===== src/ccpt_pkg.sv =====
// Package of constants and types for the capture/compare/PWM timer
package ccpt_pkg;

  // ----------------------------------------
  // Channel modes
  // ----------------------------------------
  typedef enum logic [1:0] {
    CCPT_MODE_OFF,
    CCPT_MODE_CAPTURE,
    CCPT_MODE_COMPARE,
    CCPT_MODE_PWM
  } ccpt_mode_t;

  // ----------------------------------------
  // Count source select
  // ----------------------------------------
  typedef enum logic {
    CCPT_SRC_CLOCK,
    CCPT_SRC_EVENT
  } ccpt_src_t;

  // ----------------------------------------
  // Widths and reset values
  // ----------------------------------------
  localparam int          CCPT_STD_WIDTH  = 16;
  localparam int          CCPT_WIDE_WIDTH = 32;
  localparam int          CCPT_NUM_CH     = 4;
  localparam int          CCPT_DT_WIDTH   = 8;
  localparam logic [31:0] CCPT_CNT_RST    = 32'h0000_0000;
  localparam logic [7:0]  CCPT_DT_RST     = 8'h00;

endpackage : ccpt_pkg


===== src/ccpt_timer.sv =====
// Capture/compare/PWM timer with event count source and event outputs
`timescale 1ns/1ps
`default_nettype none
// What this block does
// - Standard instance core is a 16-bit up-counter.
// - Up to four independent channels capture or compare against the counter.
// - Each channel runs in one mode: off, capture, compare or PWM.
// - Capture mode copies the counter into a buffer on the input event.
// - Compare mode output shows the counter versus compare threshold result.
// - PWM waveform follows successive compare values written by software.
// - Dead-time insertion exists only in instance zero of each kind.
// - Wide variant is identical but 32 bits wide.
// - Counter counts clock cycles or external events by selection.
// - Timer emits event pulses onto the event routing network.
module ccpt_timer
  import ccpt_pkg::*;
#(
  parameter int WIDTH    = CCPT_STD_WIDTH,
  parameter int NUM_CH   = CCPT_NUM_CH,
  parameter int INSTANCE = 0
) (
  input  wire logic                         sys_clk,
  input  wire logic                         rst_b,
  input  wire logic                         cnt_enable,
  input  wire ccpt_src_t                    cnt_source,
  input  wire logic                         count_event_in,
  input  wire ccpt_mode_t [NUM_CH-1:0]      ch_mode,
  input  wire logic [NUM_CH-1:0][WIDTH-1:0] ch_compare,
  input  wire logic [NUM_CH-1:0]            ch_capture_in,
  input  wire logic                         dt_enable,
  input  wire logic [CCPT_DT_WIDTH-1:0]     dt_cycles,
  output logic [WIDTH-1:0]                  counter_value,
  output logic [NUM_CH-1:0][WIDTH-1:0]      ch_capture_buf,
  output logic [NUM_CH-1:0]                 ch_out,
  output logic [NUM_CH-1:0]                 ch_out_comp,
  output logic                              overflow_event,
  output logic [NUM_CH-1:0]                 ch_event
);

  // ----------------------------------------
  // State
  // ----------------------------------------
  localparam bit HAS_DT = (INSTANCE == 0);

  typedef struct packed {
    logic                         cnt_sync1;
    logic                         cnt_sync2;
    logic                         cnt_prev;
    logic [NUM_CH-1:0]            cap_sync1;
    logic [NUM_CH-1:0]            cap_sync2;
    logic [NUM_CH-1:0]            cap_prev;
    logic [WIDTH-1:0]             cnt;
    logic [NUM_CH-1:0][WIDTH-1:0] cap_buf;
    logic [NUM_CH-1:0]            raw;
    logic [NUM_CH-1:0]            out_hi;
    logic [NUM_CH-1:0]            out_lo;
    logic [NUM_CH-1:0][CCPT_DT_WIDTH-1:0] dt_cnt;
    logic                         ovf;
    logic [NUM_CH-1:0]            ev;
  } ccpt_state_t;

  ccpt_state_t st_r;
  ccpt_state_t st_nxt;
  logic        tick;
  logic [NUM_CH-1:0] cap_edge;

  // ----------------------------------------
  // Next state
  // ----------------------------------------
  always_comb begin
    st_nxt           = st_r;
    st_nxt.cnt_sync1 = count_event_in;
    st_nxt.cnt_sync2 = st_r.cnt_sync1;
    st_nxt.cnt_prev  = st_r.cnt_sync2;
    st_nxt.cap_sync1 = ch_capture_in;
    st_nxt.cap_sync2 = st_r.cap_sync1;
    st_nxt.cap_prev  = st_r.cap_sync2;
    tick = cnt_enable && ((cnt_source == CCPT_SRC_CLOCK) || (st_r.cnt_sync2 && !st_r.cnt_prev));
    cap_edge = st_r.cap_sync2 & ~st_r.cap_prev;
    st_nxt.ovf = 1'b0;
    if (tick) begin
      st_nxt.cnt = st_r.cnt + WIDTH'(1);
      st_nxt.ovf = &st_r.cnt;
    end
    st_nxt.ev = '0;
    for (int i = 0; i < NUM_CH; i++) begin
      case (ch_mode[i])
        CCPT_MODE_CAPTURE: begin
          st_nxt.raw[i] = 1'b0;
          if (cap_edge[i]) begin
            st_nxt.cap_buf[i] = st_r.cnt;
            st_nxt.ev[i]      = 1'b1;
          end
        end
        CCPT_MODE_COMPARE: begin
          st_nxt.raw[i] = (st_r.cnt >= ch_compare[i]);
          st_nxt.ev[i]  = (st_r.cnt == ch_compare[i]) && tick;
        end
        CCPT_MODE_PWM: begin
          st_nxt.raw[i] = (st_r.cnt < ch_compare[i]);
          st_nxt.ev[i]  = (st_r.cnt == ch_compare[i]) && tick;
        end
        default: st_nxt.raw[i] = 1'b0;
      endcase
      // dead time only in instance zero
      if (HAS_DT && dt_enable && ch_mode[i] == CCPT_MODE_PWM) begin
        if (st_nxt.raw[i] != st_r.raw[i]) begin
          st_nxt.dt_cnt[i] = dt_cycles;
          st_nxt.out_hi[i] = 1'b0;
          st_nxt.out_lo[i] = 1'b0;
        end else if (st_r.dt_cnt[i] != '0) begin
          st_nxt.dt_cnt[i] = st_r.dt_cnt[i] - CCPT_DT_WIDTH'(1);
          st_nxt.out_hi[i] = 1'b0;
          st_nxt.out_lo[i] = 1'b0;
        end else begin
          st_nxt.out_hi[i] = st_r.raw[i];
          st_nxt.out_lo[i] = !st_r.raw[i];
        end
      end else begin
        st_nxt.dt_cnt[i] = '0;
        st_nxt.out_hi[i] = st_nxt.raw[i];
        st_nxt.out_lo[i] = !st_nxt.raw[i] && (ch_mode[i] == CCPT_MODE_PWM);
      end
    end
  end

  always_ff @(posedge sys_clk or negedge rst_b) begin
    if (!rst_b) begin
      st_r     <= '0;
      st_r.cnt <= CCPT_CNT_RST[WIDTH-1:0];
    end else begin
      st_r <= st_nxt;
    end
  end

  // ----------------------------------------
  // Outputs
  // ----------------------------------------
  assign counter_value  = st_r.cnt;
  assign ch_capture_buf = st_r.cap_buf;
  assign ch_out         = st_r.out_hi;
  assign ch_out_comp    = st_r.out_lo;
  assign overflow_event = st_r.ovf;
  assign ch_event       = st_r.ev;
endmodule : ccpt_timer
`default_nettype wire


===== config.mk =====
export PLATFORM = sky130hd
export DESIGN_NAME = ccpt_timer
export DESIGN_NICKNAME = d
export VERILOG_FILES = /design/src/ccpt_pkg.sv /design/src/ccpt_timer.sv
export SDC_FILE = /design/constraint.sdc
export NUM_CORES = 1
export LEC_CHECK = 0
export BUFFER_PORTS_ARGS = -buffer_cell sky130_fd_sc_hd__buf_2
export CAP_MARGIN = 10
export CORE_MARGIN = 1.5
export CORE_UTILIZATION = 25
export CTS_CLUSTER_DIAMETER = 40
export DETAILED_ROUTE_END_ITERATION = 7
export GPL_TIMING_DRIVEN = 0
export PLACE_DENSITY = 0.53
export REMOVE_ABC_BUFFERS = 1
export SYNTH_ARGS = -nofsm -noshare
export SYNTH_HDL_FRONTEND = slang
export SYNTH_SLANG_ARGS = --single-unit

===== constraint.sdc =====
create_clock -name sys_clk -period 7 [get_ports sys_clk]
set_clock_uncertainty 0.1 [all_clocks]
set_input_delay 2.1 -clock sys_clk [delete_from_list [all_inputs] [get_ports sys_clk]]
set_output_delay 2.1 -clock sys_clk [all_outputs]
set_load 0.01 [all_outputs]

# After elaboration in Yosys (flattened, before gate mapping)
# Cells that the tools add are included.
totals:
  reg_bits: 144
  input_bits: 90
  word_cells: 146
op_classes:
  n_addsub: 5
  magnitude_cmp: 8
  n_eq_ne: 24
  muxes: 49
  n_bitwise: 3
  n_reduce_logical: 37
ops:
  columns: ["op", "n"]
  rows:
  - ["2-to-1 mux 8 bit", 12]
  - ["== test 16 bit", 4]
  - ["greater-or-equal comparator 16 bit", 4]
  - ["less-than comparator 16 bit", 4]
  - ["nonzero test 8 bit", 4]
  - ["subtractor 8 x 1 -> 8 bit (second input constant)", 4]
  - ["2-to-1 mux 1 bit", 29]
  - ["adder 16 x 1 -> 16 bit (second input constant)", 1]
  - ["== test 2 bit (second input constant)", 8]
  - ["one-hot mux 1 bit (2 select lines)", 8]
  - ["AND reduction 16 bit", 1]
  - ["logical AND 1 bit", 14]
  - ["inequality test 3 x 1 -> 1 bit (second input constant)", 4]
  - ["zero test 1 bit", 9]
  - ["== test 2 x 1 -> 1 bit (second input constant)", 4]
  - ["AND reduction 2 bit", 4]
  - ["OR reduction 2 bit", 4]
  - ["AND 4 bit", 1]
  - ["inequality test 1 bit", 4]
  - ["inverter 4 bit", 1]
  - ["logical OR 1 bit", 1]
  - ["inverter 1 bit", 1]

# Logic depth before layout (Yosys ltp)
# Gate-level depths: netlist of the first run.
depth:
  ltp_word: 6
  mapped_depth: 10
  mapped_depth_nobuf: 9

# Worst setup path after synthesis of the first run
# No wires, ideal clock.
synth_path:
  path_kind: "input to register"
  from: "input port ch_compare[37] (netlist name)"
  to: "register st_r[21] (netlist name)"
  arrival_ns: 3.797
  t_required_ns: 6.821
  path_slack_ns: 3.023
  cell_stages: 9
  cell_sequence: "inv_1 > ha_1 > a211o_1 > o211ai_1 > o211ai_1 > a211oi_4 > o21ai_2 > o211ai_4 > mux2i_1"
synth_via:
  elab_chain_cells: 5
  word_cells_on_any_way: 7
  classes_between: "order compare (2); eq/ne (2); mux (3)"
synth_lines:
  columns: ["element", "line_no", "source"]
  rows:
  - ["from (decl)", "ccpt_timer.sv:28", "input wire logic [NUM_CH-1:0][WIDTH-1:0] ch_compare,"]
  - ["less-than comparator 16 bit or greater-or-equal comparator 16 bit (tied branches)", "ccpt_timer.sv:100, ccpt_timer.sv:96", null]
  - ["one-hot mux 1 bit (2 select lines) (*)", "ccpt_timer.sv:87", "case (ch_mode[i])"]
  - ["inequality test 1 bit (*)", "ccpt_timer.sv:107", "if (st_nxt.raw[i] != st_r.raw[i]) begin"]
  - ["2-to-1 mux 8 bit", "ccpt_timer.sv:107", null]
  - ["2-to-1 mux 8 bit", "ccpt_timer.sv:106", "if (HAS_DT && dt_enable && ch_mode[i] == CCPT_MODE_PWM) begin"]
  - ["to (signal assigned)", "ccpt_timer.sv:132", "st_r <= st_nxt;"]
  - ["to (decl)", "ccpt_timer.sv:62", "ccpt_state_t st_r;"]
# Every way passes the cells marked *; elsewhere a longest branch is shown, timed or not.
# A chain may end at the register's enable or synchronous reset.

# Worst setup path in the final report of the first run
layout_path:
  from: "input port ch_compare[13] (netlist name)"
  to: "register st_r[5] (netlist name)"
# Same word-level chain as after synthesis.

==> results of run 1 <==
==> power by group through the flow <==
stage	registers (mW)	logic (mW)	clock network [mW]
3_5_place_dp	1.05	0.556	0
2_1_floorplan	1.05	0.298	0
3_3_place_gp	1.05	0.542	0
6_report	1.03	0.545	0.940
4_1_cts	1.04	0.559	0.978
5_1_grt	1.05	0.616	1.00
==> placed cells by master, fill, tap and decap left out, types with 7 or more instances in the layout <==
master     instances
a22o_1             8
nand4_1           16
and3_1             7
mux2i_1            8
o21ai_0           12
clkbuf_16         17
nand3_1           23
mux2_2            62
nor3_1            10
nor2_1            27
a21o_1            15
nand2_1           50
buf_2            181
a32o_1             8
ha_1              69
inv_1             77
or3_1              8
dfrtp_1          144
a21oi_1           26
xnor2_1           29
xor2_1             8
==> worst max path at each step <==
stage / to / depth (start not counted)
2_1_floorplan: ch_capture_buf[0] / 2
6_report: st_r[5] / 9
5_1_grt: st_r[8] / 9
4_1_cts: st_r[8] / 9
3_3_place_gp: ch_capture_buf[7] / 3
3_5_place_dp: st_r[8] / 9
==> worst reg2reg max path, delay by kind of cell (launching register included) <==
| family | cells | cell delay [ps] |
|---|---|---|
| flops | 1 | 710 |
| simple gates | 1 | 130 |
| compound gates | 5 | 1250 |
| fa+ha+maj | 1 | 350 |
| mux | 1 | 480 |
==> per-layer routing <==
layer	GRT usage	up-vias	routed length [um]
li1	-	2929	-
met1	0.179	2896	10900
met2	0.228	136	11400
met3	0.0476	24	1440
met4	0.0336	10	242
met5	0	-	61
==> flip-flops by register name, indices dropped and copies added (netlist names) <==
signal,cells
ch_capture_buf,64
st_r,41
counter_value,16
st_nxt,10
ch_event,4
ch_out,4
ch_out_comp,4
overflow_event,1
==> area by class of cell <==
cell class                 instances  area share
inverter                          77      0.0287
timing repair buffer             189       0.101
clock buffer                      21      0.0457
tap                              448      0.0556
sequential                       144       0.357
antenna                            3    0.000745
multi-input combinational        477       0.398
clock inverter                    11      0.0130
==> cells by family (layout without fill, tap and decap cells) <==
group / Yosys count / in the layout / share of synthesized area
AOI/OAI and AO/OA: 112 / 112 / 0.102
DFF: 144 / 144 / 0.417
adders and majority gates: 69 / 69 / 0.0998
other: 0 / 3 / 0
xor gates and xnor gates: 37 / 37 / 0.0375
buffers and inverters: 188 / 298 / 0.123
muxes: 77 / 77 / 0.102
and+or+nand+nor: 182 / 182 / 0.120
==> stage by stage <==
| step | cell area (um^2) | setup TNS (ps) |
|---|---|---|
| after floorplan | 7880 | 0 |
| after global placement | 9350 | -13420 |
| after detailed placement | 9480 | 0 |
| after CTS | 10100 | 0 |
| after global routing | 10100 | 0 |
| final | 10100 | 0 |
==> metrics, run 1 <==
layout cells sized above 1=0.341; Post-Layout Cell Count=approximately 1400; Slew Limit Fails=0; Worst Hold Path EP=st_nxt[130]; initial antenna violation count=7; CTS tree=built; synth unique cells=67; die width=about 190 um; final hold vios=0; Worst EP arrival=about 4400 ps; syn avg cell area=around 11 um^2; # hold bufs at CTS=0; Comb pwr share=0.216; Remaining Overflow, GRT=0; family with the most delay on the worst path=compound AO/OA/AOI/OAI gates; CTS root buf=clkbuf_16; CTS Buf Count=17; area of the core=33800 um^2; Synth top area share=0.417; dpl ws=between 2000 and 2500 ps; Post-CTS Setup Inserts=0; Netlist Area Pre-Place=8650 um^2; worst stage delay on the critical path=630 ps; clock sinks=144; vias=~6000; WHS=between 200 and 250 ps; number of fill cells=about 3500; Required @ worst endpoint=around 7300 ps; Worst-path clk slew=70 ps; yosys synthesis warning count=0; Post-DRT Antenna Nets=0; Leak=around 5.3 nW; Die ar.=approximately 36000 um^2; post_cts resized=0; Synth top cells by count=dfrtp_1, buf_4, inv_1; Psw=between 0.7 and 0.8 mW; clock latency at the later pin of the worst-skew pair=about 430 ps; Final period util=0.594; Routed wire per std cell=approximately 18 um; Hold Crit Start=st_nxt[134]; unrepaired setup endpoints after global routing=no; P per Cell Area=250 nW/um^2; Worst Setup SP=ch_compare[13]; R2R depth=8; sequential share of the synthesized area=0.417; sequential share of power=0.410; Critical Path Slowest Stage Cell=o2111a_1; final wirelength=about 24000 um; largest net degree at the start of global routing=83; CP Cell Sequence=buf_2, inv_1, ha_1, a21o_1, a21o_1, a21oi_1, o2111a_1, mux2i_4, a22o_1; Cells after DPL=roughly 1300; Seq cells post-synth=between 100 and 150; area grow syn2layout=16.6%; fin worst setup slack=2840 ps; overall routing resource usage=0.141; top_reg_cell synth=dfrtp_1; Remaining DRCs=0; Final GP Congestion=0.776; Via density=between 4 and 5; Port Buf Inserts=approximately 180; Clock power frac=0.373; CP dominant cell by count=a21o_1; initial DRC count=roughly 240; first-pass GRT wire length=37600 um; Initial Util=0.256; MaxCap Viol Count=0; Rel. slew slack=0.427; EDFF count, synth=0; Hold Crit Class=flip-flop to flip-flop; critical path fanouts, max=8; Fmax=between 0.2 and 0.25 GHz; io pins=roughly 180; CTS max path bufs=2; Crit Path Class=input port to flip-flop; CTS H-tree lvls=4; Final nets=1065; Worst setup SP type=input port; most frequent cell after synthesis=dfrtp_1; asr flop ratio synth=1.00; reg2reg start=counter_value[1]; Peak VDD IR=0.170 mV; row count=between 60 and 70; Switching Share=0.315; worst hold path depth=0; hpwl dp=around 18000 um; Buffers & Inverters on Critical Path=2; drt first pass iters=4; Reg-to-Reg End=st_r[5]; CP Capture Type=flip-flop; Pint=between 1.5 and 2 mW; Synth area leaders=dfrtp_1, ha_1, buf_4; final core utilization=0.298; Synth area leader=dfrtp_1; Mapped Cells=between 800 and 900; multi-input logic area=between 4000 and 5000 um^2; status=finished clean; die height=roughly 190 um; register-to-register setup slack=3920 ps; Worst Tran Pin Value=around 860 ps; number of global-route vias before repair=about 6300; minimum clock period=4160 ps; Reg area=between 3000 and 4000 um^2; # setup viols final=0; Total Power=2.52 mW
No activity file was read; power rests on OpenSTA's default activity.
==> run 2, diff against run 1 <==
--- a/config.mk
+++ b/config.mk
@@ -12,7 +12,7 @@
 export CTS_CLUSTER_DIAMETER = 40
 export DETAILED_ROUTE_END_ITERATION = 7
 export GPL_TIMING_DRIVEN = 0
-export PLACE_DENSITY = 0.53
+export PLACE_DENSITY = 0.54
 export REMOVE_ABC_BUFFERS = 1
 export SYNTH_ARGS = -nofsm -noshare
 export SYNTH_HDL_FRONTEND = slang
==> constraint.sdc (replaced) <==
create_clock -name sys_clk -period 3.6 [get_ports sys_clk]
set_clock_uncertainty 0.1 [all_clocks]
set_input_delay 1.08 -clock sys_clk [delete_from_list [all_inputs] [get_ports sys_clk]]
set_output_delay 1.08 -clock sys_clk [all_outputs]
set_load 0.01 [all_outputs]
==> run 2 against run 1 <==
Net effect:
- sequential power rose by 95%
- highest routed layer unchanged
- final cell count barely moved
- global-route usage shrank 0.17 points
- first-iteration DRC count up 28%
==> metrics, run 2 (same netlist as run 1, synthesis figures left out) <==
overall routing resource usage=0.139; Peak VDD IR=roughly 0.35 mV; io pins=183; Worst Tran Pin Value=a little over 900 ps; Required @ worst endpoint=approximately 3900 ps; first-pass GRT wire length=~37000 um; die height=around 190 um; wire length on met1=about 11000 um; final wirelength=~24000 um; CP dominant cell by count=o21a_1; Die ar.=between 30000 and 40000 um^2; met2 wire length=approximately 11000 um; largest net degree at the start of global routing=about 90; # hold bufs at CTS=0; Post-Layout Cell Count=about 1400; Hold Crit Class=flip-flop to flip-flop; Worst Setup SP=ch_compare[1]; Remaining DRCs=0; Final period util=0.856; most frequent cells in the layout=buf_2, dfrtp_1, inv_1, ha_1, mux2_2; most common cell after layout, fill and taps aside=buf_2; Hold Crit Start=st_nxt[142]; ANT cells=0; Crit Path Class=input port to flip-flop; CP Cell Sequence=buf_2, inv_1, ha_1, nor2b_1, o21a_1, o21a_1, o21ai_1, o2111a_1, mux2i_4, a32o_1; die width=between 150 and 200 um; vias=6036; CTS Buf Count=17; status=finished clean; row count=67; reg2reg start=counter_value[1]; Worst setup SP type=input port; met3 WL=between 1500 and 2000 um; Via density=~4.4; Fmax=0.324 GHz; Buffers & Inverters on Critical Path=2; Switching Share=0.296; clock latency at the later pin of the worst-skew pair=~430 ps; unrepaired setup endpoints after global routing=no; fin area=~10000 um^2; worst stage delay on the critical path=between 500 and 600 ps; Total Power=about 5 mW; Psw=1.50 mW; layout cells sized above 1=0.343; CTS root buf=clkbuf_16; # setup viols final=0; CTS H-tree lvls=4; initial antenna violation count=6; Cells after DPL=between 1000 and 1500; Pint=around 3.6 mW; Final nets=1067; final hold vios=0; CTS tree=built; Slew Limit Fails=0; Post-CTS Setup Inserts=0; Worst-path clk slew=around 60 ps; Clock power frac=0.394; initial DRC count=312; clock sinks=~140; highest routed layer=met5; family with the most delay on the worst path=compound AO/OA/AOI/OAI gates; area grow syn2layout=17.6%; Remaining Overflow, GRT=0; drt first pass iters=4; Post-DP Area=roughly 9500 um^2; Routed wire per std cell=17.6 um; number of global-route vias before repair=~6100; Rel. slew slack=0.388; Port Buf Inserts=182; Initial Util=0.256; P per Cell Area=between 400 and 500 nW/um^2; MaxCap Viol Count=0; dpl ws=74.1 ps; sequential share of power=0.397; Post-DRT Antenna Nets=0; CP Capture Type=flip-flop; Worst EP arrival=3340 ps; Leak=5.36 nW; Comb pwr share=0.209; final core utilization=0.301; fin worst setup slack=slightly above 500 ps; CTS max path bufs=2; Final GP Congestion=between 0.7 and 0.8; hpwl dp=between 15000 and 20000 um; max FFs per register=64; area of the core=between 30000 and 40000 um^2; critical path fanouts, max=8; Critical Path Slowest Stage Cell=o2111a_1; post_cts resized=0; minimum clock period=3080 ps
[run 2: routing by layer]
metal  vias to the layer above  track usage
met1                      2918        0.179
met2                       160        0.227
met3                        18       0.0458
li1                       2928            -
met4                        12       0.0266
met5                         -            0
[run 2: power groups by stage]
stage / Combinational (mW) / Clock [mW] / Sequential, mW
floorplan: 0.580 / 0 / 2.05
global placement: 1.06 / 0 / 2.04
detailed placement: 1.08 / 0 / 2.04
CTS: 1.09 / 2.07 / 2.02
global route: 1.19 / 2.12 / 2.05
finish: 1.06 / 2.00 / 2.01
[run 2: final timing paths]
check,endpoint,slack [ps],cells past startpoint
hold / removal,st_nxt[141],250,0
setup reg to reg,st_r[9],540,8
min in group asynchronous,st_r[15],510,1
hold reg to reg,st_nxt[141],250,0
setup / recovery,st_r[9],520,10
max in group asynchronous,ch_capture_buf[16],2030,2
[run 2: per-stage QoR]
| step | TNS [ps] | hold WS [ps] |
|---|---|---|
| floorplan | 0 | 231 |
| global placement | -236160 | 234 |
| detailed placement | 0 | 236 |
| CTS | 0 | 249 |
| global route | 0 | 265 |
| finish | 0 | 251 |
[run 2: final cells by class]
class / count / area, um^2
clock buffers: 24 / 512
clock inverters: 8 / 149
fillers: 3512 / 23600
inverters: 77 / 289
multi-input cells: 477 / 4020
flip-flops and latches: 144 / 3600
well taps: 448 / 561
repair buffers: 191 / 1040
==> run 3, diff against run 2 <==
--- a/config.mk
+++ b/config.mk
@@ -12,7 +12,6 @@
 export CTS_CLUSTER_DIAMETER = 40
 export DETAILED_ROUTE_END_ITERATION = 7
 export GPL_TIMING_DRIVEN = 0
-export PLACE_DENSITY = 0.54
 export REMOVE_ABC_BUFFERS = 1
 export SYNTH_ARGS = -nofsm -noshare
 export SYNTH_HDL_FRONTEND = slang
==> run 3 against run 2 <==
Net effect:
- sequential cell count unchanged
- critical path depth stayed put
- sequential power about the same
- fmax fell by 3.0%
- non-clock buffer count is 1 lower
- register-to-register slack got worse by 40 ps
- hold slack better by 0.76 ps
- die area did not move
- largest cell class unchanged
==> metrics, run 3 (same netlist as run 1, synthesis figures left out) <==
status=finished clean; minimum clock period=3180 ps; Post-DRT Antenna Nets=0; Routed wire per std cell=17.5 um; overall routing resource usage=0.137; Total Neg Setup Slack=0 ps; row count=67; vias=6052; Port Buf Inserts=~180; Total Power=between 5 and 6 mW; Final GP Congestion=~0.8; drt first pass iters=4; number of global-route vias before repair=approximately 6100; initial DRC count=230; die width=approximately 190 um; worst hold path depth=0; max FFs per register=64; Final period util=0.883; Worst Tran Pin Value=around 840 ps; Worst setup SP type=input port; Worst EP arrival=3440 ps; Remaining Overflow, GRT=0; Peak VDD IR=between 0.3 and 0.4 mV; post_cts resized=0; CP Capture Type=flip-flop; CTS tree=built; Post-DP Area=9500 um^2; Post-CTS Setup Inserts=0; area of the core=33800 um^2; R2R depth=8; P per Cell Area=about 500 nW/um^2; critical path fanouts, max=8; largest net degree at the start of global routing=82; most common cell after layout, fill and taps aside=buf_2; layout cells sized above 1=0.342; die height=approximately 190 um; clock latency at the later pin of the worst-skew pair=about 430 ps; Final nets=1066; Required @ worst endpoint=3860 ps; Die ar.=between 30000 and 40000 um^2; dpl ws=-16.8 ps; CTS H-tree lvls=4; Remaining DRCs=0; Via density=about 4.4; first-pass GRT wire length=approximately 36000 um; fin worst setup slack=421 ps; Fmax=0.315 GHz; Leak=between 5 and 6 nW; Crit Path Class=input port to flip-flop; MaxCap Viol Count=0; clock sinks=144; CTS Buf Count=17; unrepaired setup endpoints after global routing=no; register-to-register setup slack=about 500 ps; Worst-path clk slew=approximately 60 ps; final wirelength=between 20000 and 25000 um; Worst Hold Path EP=st_nxt[129]; most frequent cells in the layout=buf_2, dfrtp_1, inv_1, ha_1, mux2_2; final hold vios=0; CTS root buf=clkbuf_16; CTS max path bufs=2; # hold bufs at CTS=0; area grow syn2layout=17.3%; Reg-to-Reg End=st_r[8]; hpwl dp=about 18000 um; Slew Limit Fails=0; reg2reg start=counter_value[5]; Hold Crit Start=st_nxt[133]; fin area=between 10000 and 15000 um^2; Rel. slew slack=0.437; io pins=between 150 and 200; Hold Crit Class=flip-flop to flip-flop; # setup viols final=0; initial antenna violation count=7; Initial Util=0.256
[run 3: critical path: stages]
cell,delay [ps]
buf_2,80
inv_1,30
ha_1,300
a21o_1,160
a21o_1,170
a21oi_1,230
or3_1,140
o2111a_1,570
mux2i_4,440
a32o_1,220
[run 3: per-layer routing]
layer | share of wire | wire [um] | vias to the layer above | GRT usage
met5 | 0.0016 | 39 | - | 0
met1 | 0.44 | 10700 | 2939 | 0.171
li1 | - | - | 2926 | -
met4 | 0.013 | 306 | 6 | 0.0348
met3 | 0.066 | 1580 | 20 | 0.0473
met2 | 0.48 | 11400 | 161 | 0.223
[run 3: how the worst max path moves through the flow]
| stage | end | from | slack [ps] | cells past startpoint |
|---|---|---|---|---|
| CTS | st_r[8] | ch_compare[13] | 440 | 9 |
| floorplan | ch_capture_buf[0] | ch_mode[1] | 160 | 2 |
| global route | st_r[9] | ch_compare[5] | 290 | 10 |
| finish | st_r[8] | ch_compare[5] | 420 | 10 |
| global placement | ch_capture_buf[21] | ch_mode[3] | -3070 | 3 |
| detailed placement | st_r[8] | ch_compare[13] | -20 | 9 |
[run 3: where the power goes]
part,switching (mW),leakage [nW],internal [mW]
combinational,0.551,3.12,0.496
sequential,0.217,1.92,1.80
clock,0.735,0.306,1.23
[run 3: layout make-up]
class / instances / area, um^2
Timing Repair Buffer: 190 / 1030
Clock buffer: 18 / 429
Tap cell: 448 / 561
Inverter: 77 / 289
Fill cell: 3517 / 23600
Sequential cell: 144 / 3600
Clock inverter: 14 / 214
Antenna cell: 3 / 7.51
Multi-Input combinational cell: 477 / 4020
[run 3: through the flow]
step                      instances  hold slack (ps)  utilization
final                          1371              252        0.300
after global placement         1328              232        0.277
after detailed placement       1336              238        0.281
after CTS                      1368              252        0.300
after global routing           1369              257        0.300
after floorplan                 698              231            -
